**src/hw/mtr_defs.svh**
```systemverilog
// Constants of the memory type range lookup: widths, codes, indices.
// Assumes it is included by bare name from the package and the module.
`ifndef MTR_DEFS_SVH
`define MTR_DEFS_SVH

// ----------------------------------------
// Sizes
// ----------------------------------------
`define MTR_PA_W 36
`define MTR_VARIABLE_PAIR_COUNT 8'h08
`define MTR_NFIX 11
`define MTR_LOW_MB 20
`define MTR_PROT_TOP 32

// ----------------------------------------
// Memory type codes
// ----------------------------------------
`define MTR_T_UC 8'h00
`define MTR_T_WC 8'h01
`define MTR_T_WT 8'h04
`define MTR_T_WP 8'h05
`define MTR_T_WB 8'h06
`define MTR_FILL_BYTE 8'hff

// ----------------------------------------
// Field positions
// ----------------------------------------
`define MTR_V_BIT 11
`define MTR_E_BIT 11
`define MTR_FE_BIT 10
`define MTR_CAP_FIX_BIT 8
`define MTR_CAP_WC_BIT 10
`define MTR_CAP_PROT_BIT 11

// ----------------------------------------
// Writable bits per register, all others reserved
// ----------------------------------------
`define MTR_BASE_WMASK 64'h0000_000f_ffff_f0ff
`define MTR_MASK_WMASK 64'h0000_000f_ffff_f800
`define MTR_DEF_WMASK 64'h0000_0000_0000_0cff
`define MTR_PBASE_WMASK 64'h0000_0000_ffff_f0ff
`define MTR_PMASK_WMASK 64'h0000_0000_ffff_f800

// ----------------------------------------
// Register indices on the model register port
// ----------------------------------------
`define MTR_IX_CAP 12'h000
`define MTR_IX_DEF 12'h001
`define MTR_IX_FIX_LO 12'h010
`define MTR_IX_FIX_END 12'h01b
`define MTR_IX_PBASE 12'h020
`define MTR_IX_PMASK 12'h021
`define MTR_IX_VAR_LO 12'h100
`define MTR_IX_VAR_END 12'h110

`endif

```
**src/hw/mtr_pkg.sv**
```systemverilog
// Types shared by the range lookup and whoever connects to it.
// Assumes the constants header sits on the include path.
package mtr_pkg;
`include "mtr_defs.svh"

    // Model register read or write request
    typedef struct packed {
        logic valid;
        logic write;
        logic [11:0] index;
        logic [63:0] wdata;
    } mtr_req_type;

    // Access presented by the core
    typedef struct packed {
        logic [`MTR_PA_W-1:0] addr;
        logic write;
    } mtr_acc_type;

    // Lookup outcome
    typedef struct packed {
        logic [7:0] mem_type;
        logic discard_write;
        logic fill_read;
    } mtr_lkp_type;
endpackage

```
**src/hw/mtr_range_lookup.sv**
```systemverilog
// Memory type range registers with the protected management region.
// Assumes requests and mode inputs come from logic on sys_clk.
`include "mtr_defs.svh"

// What this block does
// - Capability low byte reports the number of variable pairs.
// - Each variable range is a base register plus a mask register.
// - Base register low byte holds the range memory type.
// - Base field sits at bits 12 up; bits 11:8 read as zero.
// - Mask field is 24 bits for 36-bit addresses; upper bits reserved.
// - Hit when address AND mask equals base AND mask.
// - Mask bit 11 is the valid flag; clear means no hit.
// - Writing reserved bits of base or mask raises a fault.
// - Addresses not selected by a broken mask get the default type.
// - Fixed registers map the first megabyte, 8-bit field per subrange.
// - Capability bit 11 advertises the protected region pair.
// - Protected base holds base and type; mask holds valid and mask.
// - Protected pair writes only in management mode, else fault.
// - Protected base: type in bits 7:0, base in bits 31:12.
// - Protected mask in bits 31:12; hit by AND compare.
// - Protected mask bit 11 valid; clear means no effect.
// - Protected pair accessible only once the feature lock enables it.
// - Without the feature, any access to the protected pair faults.
// - In management mode a protected hit uses the protected type.
// - Outside management mode: writes dropped, reads filled, uncacheable.
// - Protected outcome overrides fixed and variable ranges.
// - Only codes 00,01,04,05,06 are legal; others fault on write.
// - Global enable gates all but the protected pair, clear gives uncacheable; fixed enable gates fixed; else default.
// - Fixed first; variable overlaps: same, uncacheable, through over back.
// - Reset clears every valid flag and the global enable.
module mtr_range_lookup
    import mtr_pkg::*;
#(
    parameter bit HAS_PROT = 1'b1
)
(
    // Clock and reset
    input wire logic sys_clk,
    input wire logic rst,
    // Model register port
    input wire mtr_req_type req,
    output logic rsp_valid,
    output logic [63:0] rsp_rdata,
    output logic rsp_fault,
    // Core mode
    input wire logic smm_active,
    input wire logic prot_enabled,
    // Lookup
    input wire mtr_acc_type acc,
    output mtr_lkp_type lkp
);

    localparam int VC = 8;
    // ----------------------------------------
    // State
    // ----------------------------------------
    logic [7:0] def_type_ff;
    logic def_fe_ff;
    logic def_e_ff;
    logic [63:0] fix_ff [0:`MTR_NFIX-1];
    logic [7:0] var_type_ff [0:VC-1];
    logic [`MTR_PA_W-1:12] var_base_ff [0:VC-1];
    logic [`MTR_PA_W-1:12] var_mask_ff [0:VC-1];
    logic [VC-1:0] var_v_ff;
    logic [7:0] prot_type_ff;
    logic [31:12] prot_base_ff;
    logic [31:12] prot_mask_ff;
    logic prot_v_ff;
    logic rsp_valid_ff;
    logic [63:0] rsp_rdata_ff;
    logic rsp_fault_ff;

    // ----------------------------------------
    // Request decode
    // ----------------------------------------
    function automatic logic type_ok(input logic [7:0] t);
        type_ok = (t == `MTR_T_UC) || (t == `MTR_T_WC) ||
            (t == `MTR_T_WT) || (t == `MTR_T_WP) ||
            (t == `MTR_T_WB);
    endfunction

    function automatic logic fix_ok(input logic [63:0] d);
        fix_ok = 1'b1;
        for (int b = 0; b < 8; b++)
            fix_ok = fix_ok & type_ok(d[8*b +: 8]);
    endfunction

    function automatic logic rsvd_clean(input logic [63:0] d,
        input logic [63:0] wm);
        rsvd_clean = ((d & ~wm) == 64'h0);
    endfunction

    logic [11:0] fofs;
    logic [11:0] vofs;
    logic in_fix;
    logic in_var;
    logic [2:0] vpair;
    logic nxt_fault;
    logic [63:0] nxt_rdata;
    logic wr_ok;
    assign fofs = req.index - `MTR_IX_FIX_LO;
    assign vofs = req.index - `MTR_IX_VAR_LO;
    assign in_fix = (req.index >= `MTR_IX_FIX_LO) &&
        (req.index < `MTR_IX_FIX_END);
    assign in_var = (req.index >= `MTR_IX_VAR_LO) &&
        (req.index < `MTR_IX_VAR_END);
    assign vpair = vofs[3:1];
    always_comb
    begin
        nxt_fault = 1'b0;
        nxt_rdata = 64'h0;
        if (req.index == `MTR_IX_CAP)
        begin
            nxt_rdata[7:0] = `MTR_VARIABLE_PAIR_COUNT;
            nxt_rdata[`MTR_CAP_FIX_BIT] = 1'b1;
            nxt_rdata[`MTR_CAP_WC_BIT] = 1'b1;
            nxt_rdata[`MTR_CAP_PROT_BIT] = HAS_PROT;
            nxt_fault = req.write; // Capability is read-only
        end
        else if (req.index == `MTR_IX_DEF)
        begin
            nxt_rdata[7:0] = def_type_ff;
            nxt_rdata[`MTR_FE_BIT] = def_fe_ff;
            nxt_rdata[`MTR_E_BIT] = def_e_ff;
            nxt_fault = req.write &&
                (!rsvd_clean(req.wdata, `MTR_DEF_WMASK) ||
                !type_ok(req.wdata[7:0]));
        end
        else if (in_fix)
        begin
            nxt_rdata = fix_ff[fofs[3:0]];
            nxt_fault = req.write && !fix_ok(req.wdata);
        end
        else if (req.index == `MTR_IX_PBASE ||
            req.index == `MTR_IX_PMASK)
        begin
            if (!HAS_PROT || !prot_enabled)
                nxt_fault = 1'b1;
            else if (req.write)
            begin
                nxt_fault = !smm_active;
                if (req.index == `MTR_IX_PBASE)
                    nxt_fault = nxt_fault ||
                        !rsvd_clean(req.wdata, `MTR_PBASE_WMASK) ||
                        !type_ok(req.wdata[7:0]);
                else
                    nxt_fault = nxt_fault ||
                        !rsvd_clean(req.wdata, `MTR_PMASK_WMASK);
            end
            if (req.index == `MTR_IX_PBASE)
            begin
                nxt_rdata[31:12] = prot_base_ff;
                nxt_rdata[7:0] = prot_type_ff;
            end
            else
            begin
                nxt_rdata[31:12] = prot_mask_ff;
                nxt_rdata[`MTR_V_BIT] = prot_v_ff;
            end
        end
        else if (in_var)
        begin
            if (!vofs[0])
            begin
                // Base register: type low, base above bit 12
                nxt_rdata[`MTR_PA_W-1:12] = var_base_ff[vpair];
                nxt_rdata[7:0] = var_type_ff[vpair];
                nxt_fault = req.write &&
                    (!rsvd_clean(req.wdata, `MTR_BASE_WMASK) ||
                    !type_ok(req.wdata[7:0]));
            end
            else
            begin
                nxt_rdata[`MTR_PA_W-1:12] = var_mask_ff[vpair];
                nxt_rdata[`MTR_V_BIT] = var_v_ff[vpair];
                nxt_fault = req.write &&
                    !rsvd_clean(req.wdata, `MTR_MASK_WMASK);
            end
        end
        else
            nxt_fault = 1'b1; // Unimplemented index faults either way
    end

    // A faulting write leaves every register untouched
    assign wr_ok = req.valid && req.write && !nxt_fault;

    // ----------------------------------------
    // Register state and response
    // ----------------------------------------
    always_ff @(posedge sys_clk or posedge rst)
    begin
        if (rst)
        begin
            def_type_ff <= `MTR_T_UC;
            def_fe_ff <= 1'b0;
            def_e_ff <= 1'b0;
        end
        else if (wr_ok && req.index == `MTR_IX_DEF)
        begin
            def_type_ff <= req.wdata[7:0];
            def_fe_ff <= req.wdata[`MTR_FE_BIT];
            def_e_ff <= req.wdata[`MTR_E_BIT];
        end
    end

    // Fixed range registers
    always_ff @(posedge sys_clk or posedge rst)
    begin
        if (rst)
            for (int i = 0; i < `MTR_NFIX; i++)
                fix_ff[i] <= 64'h0;
        else if (wr_ok && in_fix)
            fix_ff[fofs[3:0]] <= req.wdata;
    end

    // Variable range pairs
    genvar g;
    generate
        for (g = 0; g < VC; g++)
        begin : g_var
            always_ff @(posedge sys_clk or posedge rst)
            begin
                if (rst)
                begin
                    var_type_ff[g] <= `MTR_T_UC;
                    var_base_ff[g] <= '0;
                    var_mask_ff[g] <= '0;
                    var_v_ff[g] <= 1'b0;
                end
                else if (wr_ok && in_var && vpair == 3'(g))
                begin
                    // Even index is base, odd is mask
                    if (!vofs[0])
                    begin
                        var_type_ff[g] <= req.wdata[7:0];
                        var_base_ff[g] <=
                            req.wdata[`MTR_PA_W-1:12];
                    end
                    else
                    begin
                        var_mask_ff[g] <= req.wdata[`MTR_PA_W-1:12];
                        var_v_ff[g] <= req.wdata[`MTR_V_BIT];
                    end
                end
            end
        end
    endgenerate

    // Protected region pair
    always_ff @(posedge sys_clk or posedge rst)
    begin
        if (rst)
        begin
            prot_type_ff <= `MTR_T_UC;
            prot_base_ff <= '0;
            prot_mask_ff <= '0;
            prot_v_ff <= 1'b0;
        end
        else if (wr_ok && req.index == `MTR_IX_PBASE)
        begin
            prot_type_ff <= req.wdata[7:0];
            prot_base_ff <= req.wdata[31:12];
        end
        else if (wr_ok && req.index == `MTR_IX_PMASK)
        begin
            prot_mask_ff <= req.wdata[31:12];
            prot_v_ff <= req.wdata[`MTR_V_BIT];
        end
    end

    // Response
    always_ff @(posedge sys_clk or posedge rst)
    begin
        if (rst)
        begin
            rsp_valid_ff <= 1'b0;
            rsp_rdata_ff <= 64'h0;
            rsp_fault_ff <= 1'b0;
        end
        else
        begin
            rsp_valid_ff <= req.valid;
            rsp_fault_ff <= req.valid && nxt_fault;
            rsp_rdata_ff <= (req.valid && !req.write && !nxt_fault) ?
                nxt_rdata : 64'h0;
        end
    end
    assign rsp_valid = rsp_valid_ff;
    assign rsp_rdata = rsp_rdata_ff;
    assign rsp_fault = rsp_fault_ff;

    // ----------------------------------------
    // Lookup
    // ----------------------------------------
    logic [VC-1:0] vhit;
    logic [7:0] fix_type;
    logic low_mb;
    logic prot_hit;
    logic [7:0] var_type;
    logic [7:0] first_t;
    logic any_hit;
    logic same;
    logic has_uc;
    logic only_wt_wb;
    logic [3:0] fix_reg;
    logic [2:0] fix_fld;
    generate
        for (g = 0; g < VC; g++)
        begin : g_hit
            // A broken mask is used as is: each clear bit widens what matches
            assign vhit[g] = var_v_ff[g] &&
                ((acc.addr[`MTR_PA_W-1:12] & var_mask_ff[g]) ==
                (var_base_ff[g] & var_mask_ff[g]));
        end
    endgenerate

    // Fixed field: 64K steps, then 16K, then 4K
    always_comb
    begin
        if (!acc.addr[19])
        begin
            fix_reg = 4'h0;
            fix_fld = acc.addr[18:16];
        end
        else if (!acc.addr[18])
        begin
            fix_reg = {3'h0, acc.addr[17]} + 4'h1;
            fix_fld = acc.addr[16:14];
        end
        else
        begin
            fix_reg = {1'b0, acc.addr[17:15]} + 4'h3;
            fix_fld = acc.addr[14:12];
        end
    end
    assign fix_type = fix_ff[fix_reg][8*fix_fld +: 8];
    assign low_mb = (acc.addr[`MTR_PA_W-1:`MTR_LOW_MB] == '0);
    assign prot_hit = prot_v_ff &&
        (acc.addr[`MTR_PA_W-1:`MTR_PROT_TOP] == '0) &&
        ((acc.addr[31:12] & prot_mask_ff) ==
        (prot_base_ff & prot_mask_ff));
    always_comb
    begin
        any_hit = 1'b0;
        same = 1'b1;
        first_t = `MTR_T_UC;
        has_uc = 1'b0;
        only_wt_wb = 1'b1;
        for (int i = VC - 1; i >= 0; i--)
            if (vhit[i])
            begin
                first_t = var_type_ff[i];
                any_hit = 1'b1;
            end
        for (int i = 0; i < VC; i++)
            if (vhit[i])
            begin
                same = same && (var_type_ff[i] == first_t);
                has_uc = has_uc || (var_type_ff[i] == `MTR_T_UC);
                only_wt_wb = only_wt_wb && (var_type_ff[i] == `MTR_T_WT ||
                    var_type_ff[i] == `MTR_T_WB);
            end
        if (!any_hit)
            var_type = def_type_ff;
        else if (same)
            var_type = first_t;
        else if (has_uc)
            var_type = `MTR_T_UC;
        else if (only_wt_wb)
            var_type = `MTR_T_WT;
        else
            var_type = `MTR_T_UC; // Undefined overlap: take the safest type
    end

    // Purely combinational so the access path adds no cycle
    always_comb
    begin
        lkp.discard_write = 1'b0;
        lkp.fill_read = 1'b0;
        if (prot_hit && smm_active)
            lkp.mem_type = prot_type_ff;
        else if (prot_hit)
        begin
            lkp.mem_type = `MTR_T_UC;
            lkp.discard_write = acc.write;
            lkp.fill_read = !acc.write;
        end
        else if (!def_e_ff)
            lkp.mem_type = `MTR_T_UC;
        else if (def_fe_ff && low_mb)
            lkp.mem_type = fix_type;
        else
            lkp.mem_type = var_type;
    end

endmodule

```
**config.mk**
```make
export PLATFORM = sky130hd
export DESIGN_NAME = mtr_range_lookup
export DESIGN_NICKNAME = d
export VERILOG_FILES = /design/src/hw/mtr_pkg.sv /design/src/hw/mtr_range_lookup.sv
export VERILOG_INCLUDE_DIRS = /design/src /design/src/hw
export SDC_FILE = /design/constraint.sdc
export NUM_CORES = 2
export LEC_CHECK = 0
export BUFFER_PORTS_ARGS = -buffer_cell sky130_fd_sc_hd__buf_4
export CORE_MARGIN = 3
export CORE_UTILIZATION = 57
export CTS_CLUSTER_SIZE = 16
export DETAILED_ROUTE_END_ITERATION = 16
export PLACE_DENSITY = 0.77
export SKIP_CTS_REPAIR_TIMING = 1
export SKIP_LAST_GASP = 1
export SYNTH_ARGS = -nofsm -noshare
export SYNTH_HDL_FRONTEND = slang
export SYNTH_SLANG_ARGS = --single-unit
```
**constraint.sdc**
```tcl
create_clock -name sys_clk -period 50.1 [get_ports sys_clk]
set_input_delay 15.03 -clock sys_clk [delete_from_list [all_inputs] [get_ports sys_clk]]
set_output_delay 15.03 -clock sys_clk [all_outputs]
set_load 0.01 [all_outputs]
```
* After elaboration in Yosys (flattened, before gate mapping) *
Cells that the tools add are included.

cells by class
  add/sub/neg operators = 4
  reductions and logical operators = 157
  eq/ne operators = 75
  shift-type cells = 1
  $lt $le $gt $ge = 9
  multiplexer cells = 107
  bitwise operators = 30

operator list
  operator                                              number
  bitwise mux 704 bit                                   1
  binary-select mux 64 bit (select 4 bit)               2
  AND 24 bit                                            16
  2-to-1 mux 64 bit                                     6
  equality test 8 x 3 -> 1 bit (second input constant)  40
  zero test 64 bit                                      5
  demux 64 bit (select 4 bit)                           1
  equality test 24 bit                                  8
  2-to-1 mux 8 bit                                      22
  binary-select mux 24 bit (select 3 bit)               2
  zero test 8 bit                                       16
  2-to-1 mux 24 bit                                     5
  2-to-1 mux 52 bit                                     2
  equality test 8 x 1 -> 1 bit (second input constant)  8
  equality test 8 bit                                   8
  variable part select 64 x 7 -> 8 bit                  1
  logical OR 1 bit                                      53
  logical AND 1 bit                                     51
  2-to-1 mux 25 bit                                     2
  2-to-1 mux 1 bit                                      45
  AND 20 bit                                            2
  AND reduction 2 bit                                   17
  2-to-1 mux 28 bit                                     1
  binary-select mux 8 bit (select 3 bit)                1
  other kinds (33)                                      68

word-level totals
  logic and storage cells = 436
  bits of input ports = 119
  bits in registers = 1,285
  output and inout bits = 76

* Longest topological paths before layout *
  depth in word-level cells = 33
  depth in mapped cells = 18
  mapped depth without buffers = 14

* Least setup slack after synthesis *
No wires, ideal clock.

  path type = input-to-output
  from = in acc[31] (netlist name)
  to = out lkp[7] (netlist name)
  arrival = 18.679 ns
  required time = 35.070 ns
  buffers on the path = 3
  cell stages on the path = 16
  slack = 16.391 ns
  cells stage by stage = buf_4 -> xor2_1 -> a22oi_1 -> nand4_1 -> or4_4 -> buf_6 -> buf_6 -> a31oi_2 -> o2111ai_1 -> a2111o_1 -> a2111oi_0 -> a41oi_2 -> nor4_4 -> and3_1 -> a221oi_1 -> o21ai_1

RTL lines
  item                line                    text
  start: declaration  mtr_range_lookup.sv:49  input wire mtr_acc_type acc,
  end: declaration    mtr_range_lookup.sv:50  output mtr_lkp_type lkp

==> out/metrics.csv <==
metric,value,unit
status,finished clean,
cell mode on critical path,buf_4,
Yosys warnings,0,
hold_ws,0.501,ns
clock root cell,clkbuf_16,
area added between synthesis and finish,10.1,%
count of non-filler cells in the finished layout,7880,
largest cells by area after synthesis,"dfrtp_1 (47%), mux2_2 (11%), mux4_2 (9.2%)",
worst endpoint required time,35.07,ns
crit path kind,in2out,
Final #Nets,6276,
WL final,247000,um
drt wl/cell,31.3,um
Slew @ Worst Pin,1.21,ns
post-route cell area,0.0757,sq mm
f_max,0.0275,GHz
Clock Sinks,1285,
"Async S/R FF share, synth",1.00,
Post-synth EDFFs,0,
Synth top area share,0.468,
cell chain of the critical path,buf_4 -> xor2_1 -> a22oi_1 -> nand4_1 -> nor4_1 -> nor2_1 -> nand2_1 -> o221ai_1 -> a22o_1 -> a2111oi_0 -> a21oi_1 -> nor4_4 -> and3_1 -> a211oi_1 -> o21ai_1 -> buf_4,
worst path bufs/invs,2,
DR pass1 iterations,6,
Port Buffer Count,182,
vias in the first global route,53400,
CTS max path bufs,3,
vias per cell,6.96,
initial antenna violation count,26,
sequential fraction of the synthesis area,0.468,
endpoints failing setup,0,
"most common cell after layout, fill and taps aside",dfrtp_1,
clock-pin slew on the worst setup and hold paths,0.06,ns
Tcrit/Tclk final,0.725,
Worst-Skew Late Latency,0.78,ns
Yosys top cell by area,dfrtp_1,
Max Cap Viol,0,
crit path DAT,21.30,ns
CTS Buf Count,138,
maximum vdd ir drop,0.0356,mV
GR Util All Layers,0.391,
"Avg Cell Area, Syn",11.0,sq um
Hold Path Class,reg2reg,
PwrDens,29.6,mW/mm^2
Die Area,0.125,sq mm
post-synthesis cell count,6264,
CP endpoint kind,output pin,
CTS tree,yes,
largest net degree at the start of global routing,182,
Placed Area,0.0711,sq mm
skew final,0.0315,ns
"Net Count, Synth",6384,
Yosys reg bits,1285,
P_leak,35.0,nW
TNS Setup,0,ns
Rows,126,
H-Tree Depth,4,
post-detail-place hpwl,161000,um
min cycle time layout,36.33,ns
routability cong.,1.06,
Worst Path Max Fanout,21,
Core ar.,0.119,sq mm
RSZ-0062 raised after global routing,false,
I/O Pins,195,
initial DRC count,7444,
"slowest stage delay, CP",1.00,ns
Slew Limit Fails,0,
most frequent cells in the layout,"dfrtp_1 (1285), nand2_1 (917), mux2_2 (671), and2_1 (473), mux4_2 (282)",
first-pass GRT wire length,363000,um
layout cells sized above 1,0.242,
synthesized area,0.0688,sq mm
vias after detailed routing,54900,
Detail Route Antenna Nets,0,
Die H,353,um
Max-slew headroom,0.186,
# placed instances,7616,
Top delay family on crit path,compound AO/OA/AOI/OAI gates,
Hold Fails Final Rpt,0,
"Primary FF master, synth",dfrtp_1,
Initial Util,0.578,
number of distinct library cells after synthesis,93,
critical path's slowest cell,nor4_1,
Worst Setup Start Kind,input pin,
die width,353,um
Post-route DRC,0,
total grt overflow,0,
-- layout make-up --
class / instances / area, sq um
Fill cell: 9202 / 43200
Multi-Input combinational cell: 4372 / 34400
Sequential cell: 1285 / 32200
Clock buffer: 206 / 4080
Timing Repair Buffer: 282 / 2240
Tap cell: 1600 / 2000
Clock inverter: 40 / 467
Inverter: 77 / 293
Antenna cell: 18 / 45.0
-- per-stage QoR --
stage | util | setup slack [ns] | power [mW]
CTS | 0.636 | 14.09 | 2.24
detailed placement | 0.598 | 14.11 | 1.21
floorplan | - | 16.39 | 1.16
global route | 0.636 | 13.85 | 2.30
finish | 0.637 | 13.77 | 2.24
global placement | 0.598 | 14.12 | 1.21
-- power breakdown --
group,internal [mW],switching (mW)
Clock,0.606,0.437
Sequential,1.04,0.0000790
Combinational,0.0385,0.123
Total,1.68,0.560
-- synth_stat cells (115+ instances only) --
master / count
mux4_2: 282
a22oi_1: 156
mux2_2: 671
clkbuf_1: 384
nor2_1: 115
and2_1: 473
a311oi_1: 124
nand3_1: 197
o21ai_0: 220
xor2_1: 217
a21oi_1: 158
dfrtp_1: 1285
nand2_1: 929
mux2i_1: 171
-- flip-flops by register name (all words and copies together) (netlist names) --
register / flops
var_v_ff: 8
fix_ff: 704
prot_type_ff: 8
rsp_rdata: 64
var_mask_ff: 192
rsp_fault: 1
var_base_ff: 192
def_type_ff: 8
var_type_ff: 64
rsp_valid: 1
def_e_ff: 1
prot_v_ff: 1
prot_mask_ff: 20
def_fe_ff: 1
prot_base_ff: 20
-- worst reg2reg max path: cells and delay by family (launching register included) --
kind             cells  cell delay [ns]
flip-flops           1             0.36
AND/OR/NAND/NOR      1             0.52
multiplexers         2             0.23
AO/OA/AOI/OAI        3             1.59
-- routing by layer --
metal / global-route usage / part of all wire / wire, um / vias up
met1: 0.510 / 0.37 / 91400 / 27900
met5: 0 / 0.00043 / 106 / -
li1: - / - / - / 22500
met2: 0.589 / 0.45 / 110000 / 3619
met4: 0.246 / 0.076 / 18700 / 14
met3: 0.0962 / 0.11 / 26600 / 830
-- worst paths after layout --
| check | startpoint | endpoint | slack (ns) | cells after the start |
|---|---|---|---|---|
| max | acc[20] | lkp[4] | 13.77 | 16 |
| min | fix_ff[650]$_DFFE_PP0P_ | fix_ff[650]$_DFFE_PP0P_ | 0.50 | 2 |
| max reg2reg | fix_ff[95]$_DFFE_PP0P_ | rsp_rdata[31]$_DFF_PP0_ | 47.22 | 6 |
| min reg2reg | fix_ff[650]$_DFFE_PP0P_ | fix_ff[650]$_DFFE_PP0P_ | 0.50 | 2 |
| max in group asynchronous | rst | fix_ff[468]$_DFFE_PP0P_ | 31.86 | 6 |
| min in group asynchronous | rst | rsp_rdata[49]$_DFF_PP0_ | 14.33 | 2 |
-- kinds of logic (layout without fill, tap and decap cells) --
logic type | Yosys count | count (layout) | synth area share
and+or+nand+nor | 2097 | 2097 | 0.151
xor gates and xnor gates | 222 | 222 | 0.0284
muxes | 1124 | 1124 | 0.227
other | 0 | 18 | 0
DFF | 1285 | 1285 | 0.468
buffers and inverters | 607 | 605 | 0.0351
adders and majority gates | 1 | 1 | 0.000182
AOI/OAI and AO/OA | 928 | 928 | 0.0909
(Power assumes the default switching activity.)
